`src/verilog/isoc_defines.vh`:
```
// Constants shared by the instruction-side memory controller files.
`ifndef ISOC_DEFINES_VH
`define ISOC_DEFINES_VH

// ==========================================================================
// Register selection by the two low register-bus address bits
// ==========================================================================
`define ISOC_SEL_INIT 2'h0
`define ISOC_SEL_FILL 2'h1
`define ISOC_SEL_REGION 2'h2
`define ISOC_SEL_CTRL 2'h3

// Addresses that result from a 6-bit base of 6'h01.
`define ISOC_OFS_INIT 10'h010
`define ISOC_OFS_FILL 10'h011
`define ISOC_OFS_REGION 10'h012
`define ISOC_OFS_CTRL 10'h013

// ==========================================================================
// Widths and field positions (bit 0 is the most significant bit)
// ==========================================================================
`define ISOC_ABUS_W 10
`define ISOC_BASE8_W 8
`define ISOC_BASE6_W 6
`define ISOC_TIE_W 8
`define ISOC_FETCH_W 64
`define ISOC_DEBUG_W 32
`define ISOC_REGION_MSB 0
`define ISOC_REGION_LSB 7
`define ISOC_MADDR_MSB 8
`define ISOC_MADDR_LSB 28
`define ISOC_WORD_SEL_BIT 29

// ==========================================================================
// Reset values and timing
// ==========================================================================
`define ISOC_RST_WORD 32'h0000_0000
`define ISOC_RATIO_MIN 1
`define ISOC_RATIO_MAX_NEW 8
`define ISOC_RATIO_MAX_OLD 4
`define ISOC_RD_WAIT 2'h2

`endif

```
`src/verilog/isoc_ctrl.v`:
```
// Instruction-side memory controller: fetch path, register bus and tie-offs.
`timescale 1ns/1ns
`include "isoc_defines.vh"

module isoc_ctrl #(
  parameter GEN_NEWER = 1,
  parameter CLK_RATIO = 1
) (
  input wire clk_sys,
  input wire rst_n,
  input wire fetch_req,
  input wire [0:29] fetch_addr,
  input wire [0:`ISOC_FETCH_W-1] fetch_read_data,
  input wire [0:`ISOC_DEBUG_W-1] debug_readback_data,
  input wire [0:`ISOC_TIE_W-1] control_tieoff,
  input wire [0:`ISOC_TIE_W-1] region_tieoff,
  input wire [0:`ISOC_BASE8_W-1] reg_base_addr_8b,
  input wire [0:`ISOC_BASE6_W-1] reg_base_addr_6b,
  input wire dcr_read,
  input wire dcr_write,
  input wire [0:`ISOC_ABUS_W-1] dcr_abus,
  input wire [0:31] dcr_wr_dbus,
  output reg [0:31] dcr_rd_dbus_reg,
  output reg dcr_ack_reg,
  output reg mem_en_reg,
  output reg [`ISOC_MADDR_MSB:`ISOC_MADDR_LSB] mem_rd_addr_reg,
  output reg [0:`ISOC_FETCH_W-1] fetch_data_reg,
  output reg fetch_valid_reg,
  output reg fetch_miss_reg,
  output reg [`ISOC_MADDR_MSB:`ISOC_MADDR_LSB] mem_wr_addr_reg,
  output reg [0:31] mem_wr_data_reg,
  output reg mem_even_we_reg,
  output reg mem_odd_we_reg,
  output reg [0:`ISOC_TIE_W-1] ctrl_bits_reg,
  output reg ratio_ok_reg
);

  // ========================================================================
  // State codes for the register-bus slave
  // ========================================================================
  localparam [1:0] ST_IDLE = 2'h0;
  localparam [1:0] ST_RDWAIT = 2'h1;
  localparam [1:0] ST_ACK = 2'h2;

  // The controller and its memory share clk_sys, the memory clock.
  // The ratio to the processor clock is fixed at build time and checked here.
  localparam RATIO_MAX = GEN_NEWER ? `ISOC_RATIO_MAX_NEW : `ISOC_RATIO_MAX_OLD;
  localparam RATIO_GOOD = (CLK_RATIO >= `ISOC_RATIO_MIN) && (CLK_RATIO <= RATIO_MAX);

  // ========================================================================
  // Synchronisers for inputs from the processor domain and tie pins
  // ========================================================================
  wire [0:`ISOC_TIE_W-1] ctl_tie_s;
  wire [0:`ISOC_TIE_W-1] reg_tie_s;
  wire [0:`ISOC_BASE8_W-1] base8_s;
  wire [0:`ISOC_BASE6_W-1] base6_s;
  wire rd_s;
  wire wr_s;
  wire [0:`ISOC_ABUS_W-1] abus_s;
  wire [0:31] wdata_s;

  // The tie-off synchronisers keep running through reset, so the reset
  // branch below copies the live tie values and not cleared flops.
  isoc_sync #(.W(`ISOC_TIE_W)) u_sync_ctl (
    .clk_sys(clk_sys),
    .rst_n(1'b1),
    .async_in(control_tieoff),
    .sync_out(ctl_tie_s)
  );

  isoc_sync #(.W(`ISOC_TIE_W)) u_sync_reg (
    .clk_sys(clk_sys),
    .rst_n(1'b1),
    .async_in(region_tieoff),
    .sync_out(reg_tie_s)
  );

  isoc_sync #(.W(`ISOC_BASE8_W)) u_sync_b8 (
    .clk_sys(clk_sys),
    .rst_n(rst_n),
    .async_in(reg_base_addr_8b),
    .sync_out(base8_s)
  );

  isoc_sync #(.W(`ISOC_BASE6_W)) u_sync_b6 (
    .clk_sys(clk_sys),
    .rst_n(rst_n),
    .async_in(reg_base_addr_6b),
    .sync_out(base6_s)
  );

  // Address and data are held by the master for the whole access, so a
  // plain two-flop path is safe once the synchronised strobe is seen.
  isoc_sync #(.W(2 + `ISOC_ABUS_W + 32)) u_sync_bus (
    .clk_sys(clk_sys),
    .rst_n(rst_n),
    .async_in({dcr_read, dcr_write, dcr_abus, dcr_wr_dbus}),
    .sync_out({rd_s, wr_s, abus_s, wdata_s})
  );

  // ========================================================================
  // Register file
  // ========================================================================
  reg [0:31] init_address_reg;
  reg [0:31] init_address_next;
  reg [0:31] fill_data_reg;
  reg [0:31] fill_data_next;
  reg [0:31] region_select_reg;
  reg [0:31] region_select_next;
  reg [0:31] controller_control_reg;
  reg [0:31] controller_control_next;
  reg [1:0] state_reg;
  reg [1:0] state_next;
  reg [1:0] wait_reg;
  reg [1:0] wait_next;
  reg [0:31] rd_dbus_next;
  reg ack_next;
  reg even_we_next;
  reg odd_we_next;
  reg [`ISOC_MADDR_MSB:`ISOC_MADDR_LSB] wr_addr_next;
  reg [0:31] wr_data_next;

  // ========================================================================
  // Address decode
  // ========================================================================
  reg addr_hit;
  reg [1:0] addr_sel;

  always @* begin
    addr_sel = abus_s[`ISOC_ABUS_W-2:`ISOC_ABUS_W-1];
    if (GEN_NEWER != 0) begin
      // Only the four lowest offsets under the base belong to this block.
      addr_hit = (abus_s[0:5] == base6_s) && (abus_s[6:7] == 2'h0);
    end else begin
      addr_hit = (abus_s[0:7] == base8_s);
    end
  end

  wire req_any = rd_s | wr_s;
  wire [0:31] init_word = init_address_reg;

  // ========================================================================
  // Register-bus slave
  // ========================================================================
  always @* begin
    state_next = state_reg;
    wait_next = wait_reg;
    ack_next = dcr_ack_reg;
    rd_dbus_next = dcr_rd_dbus_reg;
    init_address_next = init_address_reg;
    fill_data_next = fill_data_reg;
    region_select_next = region_select_reg;
    controller_control_next = controller_control_reg;
    even_we_next = 1'b0;
    odd_we_next = 1'b0;
    wr_addr_next = init_word[`ISOC_MADDR_MSB:`ISOC_MADDR_LSB];
    wr_data_next = fill_data_reg;
    case (state_reg)
      ST_IDLE: begin
        ack_next = 1'b0;
        if (req_any && addr_hit) begin
          if (wr_s) begin
            // Stored only on a write; reset loads the tie-offs into the region and control registers.
            case (addr_sel)
              `ISOC_SEL_INIT: init_address_next = wdata_s;
              `ISOC_SEL_FILL: begin
                fill_data_next = wdata_s;
                // Writing fill data places it at the init address.
                wr_data_next = wdata_s;
                if (init_word[`ISOC_WORD_SEL_BIT]) begin
                  odd_we_next = 1'b1;
                end else begin
                  even_we_next = 1'b1;
                end
              end
              `ISOC_SEL_REGION: region_select_next = wdata_s;
              default: controller_control_next = wdata_s;
            endcase
            ack_next = 1'b1;
            state_next = ST_ACK;
          end else if (addr_sel == `ISOC_SEL_FILL) begin
            // The read-back memory needs the address presented first.
            wait_next = `ISOC_RD_WAIT;
            state_next = ST_RDWAIT;
          end else begin
            case (addr_sel)
              `ISOC_SEL_INIT: rd_dbus_next = init_address_reg;
              `ISOC_SEL_REGION: rd_dbus_next = region_select_reg;
              default: rd_dbus_next = controller_control_reg;
            endcase
            ack_next = 1'b1;
            state_next = ST_ACK;
          end
        end
      end
      ST_RDWAIT: begin
        wait_next = wait_reg - 2'h1;
        if (wait_reg == 2'h1) begin
          rd_dbus_next = debug_readback_data;
          ack_next = 1'b1;
          state_next = ST_ACK;
        end
      end
      ST_ACK: begin
        // Hold the answer until the master drops its strobe.
        if (!req_any) begin
          ack_next = 1'b0;
          rd_dbus_next = `ISOC_RST_WORD;
          state_next = ST_IDLE;
        end
      end
      default: begin
        ack_next = 1'b0;
        state_next = ST_IDLE;
      end
    endcase
  end

  always @(posedge clk_sys) begin
    if (!rst_n) begin
      state_reg <= ST_IDLE;
      wait_reg <= 2'h0;
      dcr_ack_reg <= 1'b0;
      dcr_rd_dbus_reg <= `ISOC_RST_WORD;
      init_address_reg <= `ISOC_RST_WORD;
      fill_data_reg <= `ISOC_RST_WORD;
      // Reset copies the tie-offs into the top byte of the region and control registers.
      region_select_reg <= {reg_tie_s, 24'h000000};
      controller_control_reg <= {ctl_tie_s, 24'h000000};
      mem_even_we_reg <= 1'b0;
      mem_odd_we_reg <= 1'b0;
      mem_wr_addr_reg <= 21'h000000;
      mem_wr_data_reg <= `ISOC_RST_WORD;
    end else begin
      state_reg <= state_next;
      wait_reg <= wait_next;
      dcr_ack_reg <= ack_next;
      dcr_rd_dbus_reg <= rd_dbus_next;
      init_address_reg <= init_address_next;
      fill_data_reg <= fill_data_next;
      region_select_reg <= region_select_next;
      controller_control_reg <= controller_control_next;
      mem_even_we_reg <= even_we_next;
      mem_odd_we_reg <= odd_we_next;
      mem_wr_addr_reg <= wr_addr_next;
      mem_wr_data_reg <= wr_data_next;
    end
  end

  // ========================================================================
  // Instruction fetch path
  // ========================================================================
  reg fetch_pend_reg;
  // The live register is compared, so a new region applies to the next fetch.
  wire region_match = (fetch_addr[`ISOC_REGION_MSB:`ISOC_REGION_LSB] ==
                       region_select_reg[0:7]);

  always @(posedge clk_sys) begin
    if (!rst_n) begin
      mem_en_reg <= 1'b0;
      mem_rd_addr_reg <= 21'h000000;
      fetch_pend_reg <= 1'b0;
      fetch_valid_reg <= 1'b0;
      fetch_miss_reg <= 1'b0;
      fetch_data_reg <= 64'h0000_0000_0000_0000;
      ctrl_bits_reg <= 8'h00;
      ratio_ok_reg <= 1'b0;
    end else begin
      mem_en_reg <= fetch_req && region_match;
      fetch_miss_reg <= fetch_req && !region_match;
      if (fetch_req && region_match) begin
        mem_rd_addr_reg <= fetch_addr[`ISOC_MADDR_MSB:`ISOC_MADDR_LSB];
      end
      fetch_pend_reg <= mem_en_reg;
      fetch_valid_reg <= fetch_pend_reg;
      if (fetch_pend_reg) begin
        fetch_data_reg <= fetch_read_data;
      end
      ctrl_bits_reg <= controller_control_reg[0:7];
      ratio_ok_reg <= RATIO_GOOD;
    end
  end

endmodule // isoc_ctrl

```
`src/verilog/isoc_sync.v`:
```
// Two-flop synchroniser for a bus of slow or quasi-static inputs.
`timescale 1ns/1ns
module isoc_sync #(
  parameter W = 1
) (
  input wire clk_sys,
  input wire rst_n,
  input wire [W-1:0] async_in,
  output reg [W-1:0] sync_out
);

  reg [W-1:0] stage1_reg;

  // The first stage feeds only the second stage.
  always @(posedge clk_sys) begin
    if (!rst_n) begin
      stage1_reg <= {W{1'b0}};
      sync_out <= {W{1'b0}};
    end else begin
      stage1_reg <= async_in;
      sync_out <= stage1_reg;
    end
  end

endmodule // isoc_sync

```
`config.mk`:
```
export PLATFORM = sky130hd
export DESIGN_NAME = isoc_ctrl
export DESIGN_NICKNAME = d
export VERILOG_FILES = /design/src/verilog/isoc_ctrl.v /design/src/verilog/isoc_sync.v
export VERILOG_INCLUDE_DIRS = /design/src /design/src/verilog
export SDC_FILE = /design/constraint.sdc
export NUM_CORES = 1
export LEC_CHECK = 0
export ABC_AREA = 1
export BUFFER_PORTS_ARGS = -buffer_cell sky130_fd_sc_hd__clkbuf_2
export CAP_MARGIN = 20
export CORE_ASPECT_RATIO = 1.2
export CORE_MARGIN = 5
export CORE_UTILIZATION = 35
export DETAILED_ROUTE_END_ITERATION = 8
export HOLD_SLACK_MARGIN = 0.12
export REMOVE_ABC_BUFFERS = 1
export SLEW_MARGIN = 15
export SYNTH_ARGS = -nofsm -noshare
export SYNTH_HDL_FRONTEND = slang
export SYNTH_SLANG_ARGS = --single-unit
```
`constraint.sdc`:
```
create_clock -name clk_sys -period 2.3 [get_ports clk_sys]
set_clock_uncertainty 0.05 [all_clocks]
set_input_delay 0.46 -clock clk_sys [delete_from_list [all_inputs] [get_ports clk_sys]]
set_output_delay 0.46 -clock clk_sys [all_outputs]
set_load 0.05 [all_outputs]
```
==> metrics, run 1 <==
sequential power share 0.455; top-level port count just under 400; post-route clock period utilization 0.929; final wirelength roughly 46000 um; capture instance of the worst register-to-register path region_select_reg[3]; number of warnings reported in the yosys synthesis log 0; Rel. slew slack 0.531; CTS sink count roughly 420; compound-cell area share of the yosys netlist 0.0840; total leakage power between 10 and 15 nW; multiplexer fraction of the synthesized cell area 0; time the final worst path needs with I/O delays and setup 2.14 ns; dominant cell type by count on the critical path sky130_fd_sc_hd__nand2_1; fraction of synthesized cell area taken by the top area cell type 0.517; area enclosed by the die boundary 48800 sq um; largest family of logic cells by synthesized area simple AND/OR/NAND/NOR gates; required time at the worst-slack endpoint around 2.5 ns; list of most frequent post-synthesis cells sky130_fd_sc_hd__nand2_1 (524), sky130_fd_sc_hd__dfxtp_1 (402), sky130_fd_sc_hd__nor2_1 (344), sky130_fd_sc_hd__inv_1 (337), sky130_fd_sc_hd__o21ai_0 (131); Synth Area in Simple Gates 0.246; TritonCTS clock tree built; CP Capture Type flip-flop; series of cell instances along the critical path inv_1 -> ha_1 -> nand2_1 -> inv_2 -> nand4_1 -> nand2_1; number of antenna violations at the first check in global routing 2; Worst Hold Margin 0.204 ns; insertion delay to the later sink of the worst-skew pair between 0.5 and 0.6 ns; All-Layer GR Usage 0.183; longest individual stage delay on the worst path 0.44 ns; end point of the most critical hold path dcr_rd_dbus_reg[13]; worst slew pin tran 0.702 ns; start-to-end type of the worst setup path reg -> reg; cell at the slowest stage of the critical path sky130_fd_sc_hd__nand2_1; CTS resizes 0; area growth from synthesis to layout 35.3%; flip-flop count of the largest register, all copies and words added 64; total setup buffers inserted after CTS 0; largest net degree at the start of global routing 160; first-pass GRT wire length ~73000 um; fmax roughly 0.47 GHz; xor and xnor area share after synthesis 0.00225; Max H-tree Level 2; power density over the cells ~800 nW/um^2; Netlist cell types 27; Reg2Reg Launch Point state_reg[0]; internal power around 13 mW; number of synthesized flops with an enable pin 16; Synth area leaders sky130_fd_sc_hd__dfxtp_1 (52%), sky130_fd_sc_hd__nand2_1 (13%), sky130_fd_sc_hd__nor2_1 (8.3%), sky130_fd_sc_hd__inv_1 (8.1%), sky130_fd_sc_hd__o21ai_0 (4.2%); critical hold path startpoint debug_readback_data[13]; outcome complete, no violations; fillcell total approximately 4.2k; number of detailed-routing iterations run before antenna repair 5; post-synthesis cell count 2102; top cell type by total area after synthesis sky130_fd_sc_hd__dfxtp_1; average cell area after synthesis 7.40 sq um; number of synthesized register bits between 400 and 500; part of the power in the clock network 0.431; leading cell type by number of instances after synthesis sky130_fd_sc_hd__nand2_1; ratio of routed vias to standard cells ~4.5; post-detailed-route wirelength per cell 14.4 um; hold violation count in the final report 0; clock slew at the register clock pins of the worst setup and hold paths 0.06 ns; number of placement rows 84; Iteration-0 DRC Markers between 700 and 800; max capacitance violation total 0; buffering stage count on the worst path with inverters included 2; number of CTS-inserted buffers 46; setup repair after global routing missed its margin no; DR vias ~15k; die height about 240 um; Slew Limit Fails 0; post-layout util 0.479; Remaining DRCs 0; Placeable Area approximately 44000 sq um; dpl cells 2953; final-report setup violation count 0; total number of nets in the final design between 2k and 3k; family with the most delay on the worst path simple AND/OR/NAND/NOR gates; maximum resistive drop on vdd ~0.50 mV; cell area after synthesis 15600 sq um; maximum fanout count along the critical path 8; worst hold path type in -> reg; Starting Density 0.354; total congestion overflow after global routing 0; data arrival at the endpoint of the critical path between 2 and 2.5 ns; number of buffers added on ports around 380; Net Sw Power around 4.3 mW; CTS root buffer sky130_fd_sc_hd__clkbuf_16; share of post-route cells with drive strength above 1 0.191; sequential-to-total area share from yosys stat 0.548; switching part of the total 0.258; critical path startpoint category flip-flop; power share of the combinational group 0.114; share of synthesized cell area in full adder, half adder and majority cells 0.00322; final standard cell count with taps included and fillers excluded approximately 3.2k; x dimension of the die between 200 and 250 um; setup slack of the most critical reg-to-reg path 0.16 ns; Worst Hold Path Cells 5; depth of the worst register-to-register path 6; Max Root-Sink Buffers 3; global placer's final weighted congestion between 0.8 and 0.9; post-DP HPWL 29800 um; number of global-route vias before repair around 14k; fraction of registers with async set/reset 0; predominant post-synthesis flop cell sky130_fd_sc_hd__dfxtp_1; remaining antenna violation count after routing 0
==> tightest hold or removal path, delay by kind of cell <==
kind	cells	cell delay, ns
AND/OR/NAND/NOR	3	0.18
buffers and inverters	1	0.08
AO/OA/AOI/OAI	1	0.06
==> final cells by class <==
class,count,area (sq um),area share
flip-flops and latches,418,8530,0.405
multi-input cells,1223,5240,0.249
repair buffers,564,3780,0.180
clock buffers,62,1330,0.0633
inverters,343,1290,0.0612
well taps,559,699,0.0332
clock inverters,19,176,0.00838
diodes,1,2.50,0.000119
==> power by group through the flow <==
| stage | Clock, mW | Combinational [mW] | Sequential (mW) |
|---|---|---|---|
| final | 7.27 | 1.92 | 7.67 |
| after global routing | 7.82 | 2.10 | 7.70 |
| after CTS | 7.50 | 1.93 | 7.67 |
| after detailed placement | 0 | 1.72 | 7.83 |
| after global placement | 0 | 1.71 | 7.82 |
| after floorplan | 0 | 0.612 | 8.19 |
==> layout by cell type (no fill, tap or decap), drive strengths merged <==
cell,count
edfxtp,16
nand3,72
dfxtp,402
nand2,526
a22oi,32
clkinvlp,3
diode,1
inv,341
xnor2,4
or2,2
nor2,346
a31oi,1
nor3,2
dlygate4sd3,154
ha,4
buf,33
bufinv,2
o21ai,148
clkbuf,439
a21oi,61
o211a,1
clkinv,16
nand4,24
==> cells by family after synthesis <==
logic type	count (synthesis)
flip-flops	418
buffers and inverters	461
XOR/XNOR	4
AND/OR/NAND/NOR	972
AO/OA/AOI/OAI	243
adder cells (fa/ha/maj)	4
==> layer usage <==
metal	global-route usage	wire length [um]	up-vias
li1	-	-	7331
met3	0.0509	3520	93
met5	0	13	-
met4	0.0622	1490	2
met2	0.316	21600	514
met1	0.222	19400	6567
==> how the worst max path moves through the flow <==
| stage | from | to | cells past startpoint |
|---|---|---|---|
| finish | state_reg[0] | region_select_reg[3] | 6 |
| global route | state_reg[0] | region_select_reg[3] | 6 |
| CTS | state_reg[0] | region_select_reg[2] | 6 |
| detailed placement | state_reg[0] | region_select_reg[5] | 6 |
| global placement | state_reg[0] | region_select_reg[4] | 6 |
| floorplan | u_sync_bus.sync_out[32] | region_select_reg[0] | 3 |
==> through the flow <==
step / instance area [sq um] / TNS (ns) / power, mW / setup slack, ns
2_1_floorplan: 15000 / -57.62 / 8.80 / -1.48
6_report: 21100 / 0 / 16.9 / 0.164
3_3_place_gp: 18000 / 0 / 9.53 / 0.222
5_1_grt: 21100 / 0 / 17.6 / 0.0369
4_1_cts: 21000 / 0 / 17.1 / 0.129
3_5_place_dp: 18000 / 0 / 9.55 / 0.147
==> timing repair <==
item,in CTS,in global routing
endpoints found under the setup margin,0,0
hold buffers,154,0
hold endpoints to repair,155,0
(Power assumes the default switching activity.)
==> inputs of run 2 (changes only) <==
- CORE_MARGIN: 5 -> not set
==> run 2 against run 1 <==
Compared with the run above: sequential power hardly changed; cell count is 0.19% lower; power is 0.99% lower; setup slack better by 0.11 ns; design area is 0.50% lower; combinational power hardly changed; critical path type unchanged.
==> metrics, run 2 (synthesis results as in run 1) <==
start-to-end type of the worst setup path reg -> reg; outcome complete, no violations; Iteration-0 DRC Markers 663 (-17%); total leakage power 10.9 nW (-0.47%); clock slew at the register clock pins of the worst setup and hold paths 0.06 ns (about the same); flip-flop count of the largest register, all copies and words added 64 (unchanged); Worst Hold Margin 0.162 ns (-0.0420 ns); global placer's final weighted congestion 0.854 (+3.3%); most frequent standard cell in the layout excluding fill and tap cells sky130_fd_sc_hd__nand2_1; hold violation count in the final report 0 (unchanged); data arrival at the endpoint of the critical path 2.46 ns (+0.17 ns); insertion delay to the later sink of the worst-skew pair 0.55 ns (about the same); post-detailed-route wirelength per cell 14.0 um (-3.0%); final-report setup violation count 0 (unchanged); number of placement rows 84 (unchanged); worst-case setup slack after placement 0.284 ns (+0.137 ns); maximum fanout count along the critical path 32 (+24); worst slew pin tran 0.817 ns (+0.115 ns); number of detailed-routing iterations run before antenna repair 5 (unchanged); setup repair after global routing missed its margin no; ratio of routed vias to standard cells 4.48 (-1.6%); number of buffers added on ports 378 (unchanged); Max Root-Sink Buffers 3 (unchanged); top-level port count 388 (unchanged); Total Negative Setup Slacks 0 ns (unchanged); number of CTS-inserted buffers 45 (-2.2%); Rel. slew slack 0.454 (-0.0772); final standard cell count with taps included and fillers excluded 3183 (-0.19%); time the final worst path needs with I/O delays and setup 2.03 ns (-0.111 ns); Max H-tree Level 2 (unchanged); total congestion overflow after global routing 0 (unchanged); dpl cells 2952 (-0.034%); remaining antenna violation count after routing 0 (unchanged); number of antenna violations at the first check in global routing 6 (+4); first-pass GRT wire length 69500 um (-4.8%); maximum resistive drop on vdd 0.534 mV (+5.8%); overall power of the completed layout 16.7 mW (-0.99%); post-DP HPWL 28000 um (-6.2%); number of global-route vias before repair 13.7k (-2.7%); worst hold path type in -> reg; required time at the worst-slack endpoint 2.74 ns (+0.29 ns); All-Layer GR Usage 0.192 (+0.00924); Slew Limit Fails 0 (unchanged); Starting Density 0.355 (+0.000849); critical path startpoint category flip-flop; top library cells by usage in the layout, fill and taps aside sky130_fd_sc_hd__nand2_1 (523), sky130_fd_sc_hd__dfxtp_1 (401), sky130_fd_sc_hd__clkbuf_2 (377); share of post-route cells with drive strength above 1 0.188 (-0.00247); largest net degree at the start of global routing 142 (-11%); max capacitance violation total 0 (unchanged); TritonCTS clock tree built; power density over the cells 797 nW/um^2 (-0.49%); fmax 0.494 GHz (+5.5%); post-route clock period utilization 0.881 (-0.0481); area enclosed by the die boundary 45300 sq um (-7.1%); Remaining DRCs 0 (unchanged); x dimension of the die 194 um (-4.0%); total number of nets in the final design 2797 (-0.21%); CTS root buffer sky130_fd_sc_hd__clkbuf_16; CTS sink count 418 (unchanged); Placeable Area 43800 sq um (-0.24%); die height 233 um (-3.3%); final wirelength 44600 um (-3.2%); DR vias 14.3k (-1.8%); area growth from synthesis to layout 34.7%; PnR worst setup slack 0.275 ns (+0.111 ns); CP Capture Type flip-flop
[run 2: changes by cell type in the layout (fill, tap and decap cells not counted), sizes merged]
cell         before  now
clkinv           16    4
clkbuf          439  445
dlygate4sd3     154  150
inv             341  345
clkinvlp          3    1
diode             1    3
buf              33   32
bufinv            2    3
[run 2: final timing paths]
check	to	slack, ns	from	depth (start not counted)
setup / recovery	dcr_rd_dbus_reg[12]	0.27	state_reg[0]	8
hold / removal	fetch_data_reg[11]	0.16	fetch_read_data[11]	3
setup reg to reg	dcr_rd_dbus_reg[12]	0.27	state_reg[0]	8
hold reg to reg	u_sync_reg.sync_out[2]	0.27	u_sync_reg.stage1_reg[2]	0
[run 2: cell type report]
| cell class | instances | area [sq um] |
|---|---|---|
| well taps | 559 | 699 |
| clock inverters | 10 | 133 |
| inverters | 343 | 1290 |
| multi-input cells | 1223 | 5250 |
| clock buffers | 68 | 1300 |
| fillers | 4212 | 22900 |
| repair buffers | 559 | 3740 |
| diodes | 3 | 7.51 |
| flip-flops and latches | 418 | 8530 |
[run 2: per-layer routing]
metal | GRT usage | vias up | part of all wire
met4 | 0.0714 | 6 | 0.028
met1 | 0.219 | 6396 | 0.42
met5 | 0 | - | 0.00072
met3 | 0.0477 | 81 | 0.064
li1 | - | 7310 | -
met2 | 0.345 | 457 | 0.49
[run 2: where the power goes]
part / switching (mW) / leakage, nW / internal [mW]
registers: 0.129 / 3.44 / 7.54
logic: 1.24 / 6.74 / 0.680
clock network: 2.88 / 0.703 / 4.23
[run 2: worst max-delay path: stages, from the launching register on]
cell and delay [ns]:
sky130_fd_sc_hd__dfxtp_1 0.36, sky130_fd_sc_hd__inv_1 0.07, sky130_fd_sc_hd__ha_1 0.31, sky130_fd_sc_hd__nand2_1 0.07, sky130_fd_sc_hd__inv_2 0.60, sky130_fd_sc_hd__a22oi_1 0.22
sky130_fd_sc_hd__nand3_1 0.11, sky130_fd_sc_hd__nand2_1 0.05, sky130_fd_sc_hd__nor2_1 0.09
[run 2: timing repair]
action                    CTS  global route
buffers inserted            0             0
hold endpoints to repair  151             0
gates resized for setup     0             0
hold buffers              150             0
[run 2: stage by stage]
step	util	area, sq um
6_report	0.478	20900
5_1_grt	0.478	20900
4_1_cts	0.478	20900
3_5_place_dp	0.411	18000
3_3_place_gp	0.411	18000
2_1_floorplan	-	15000
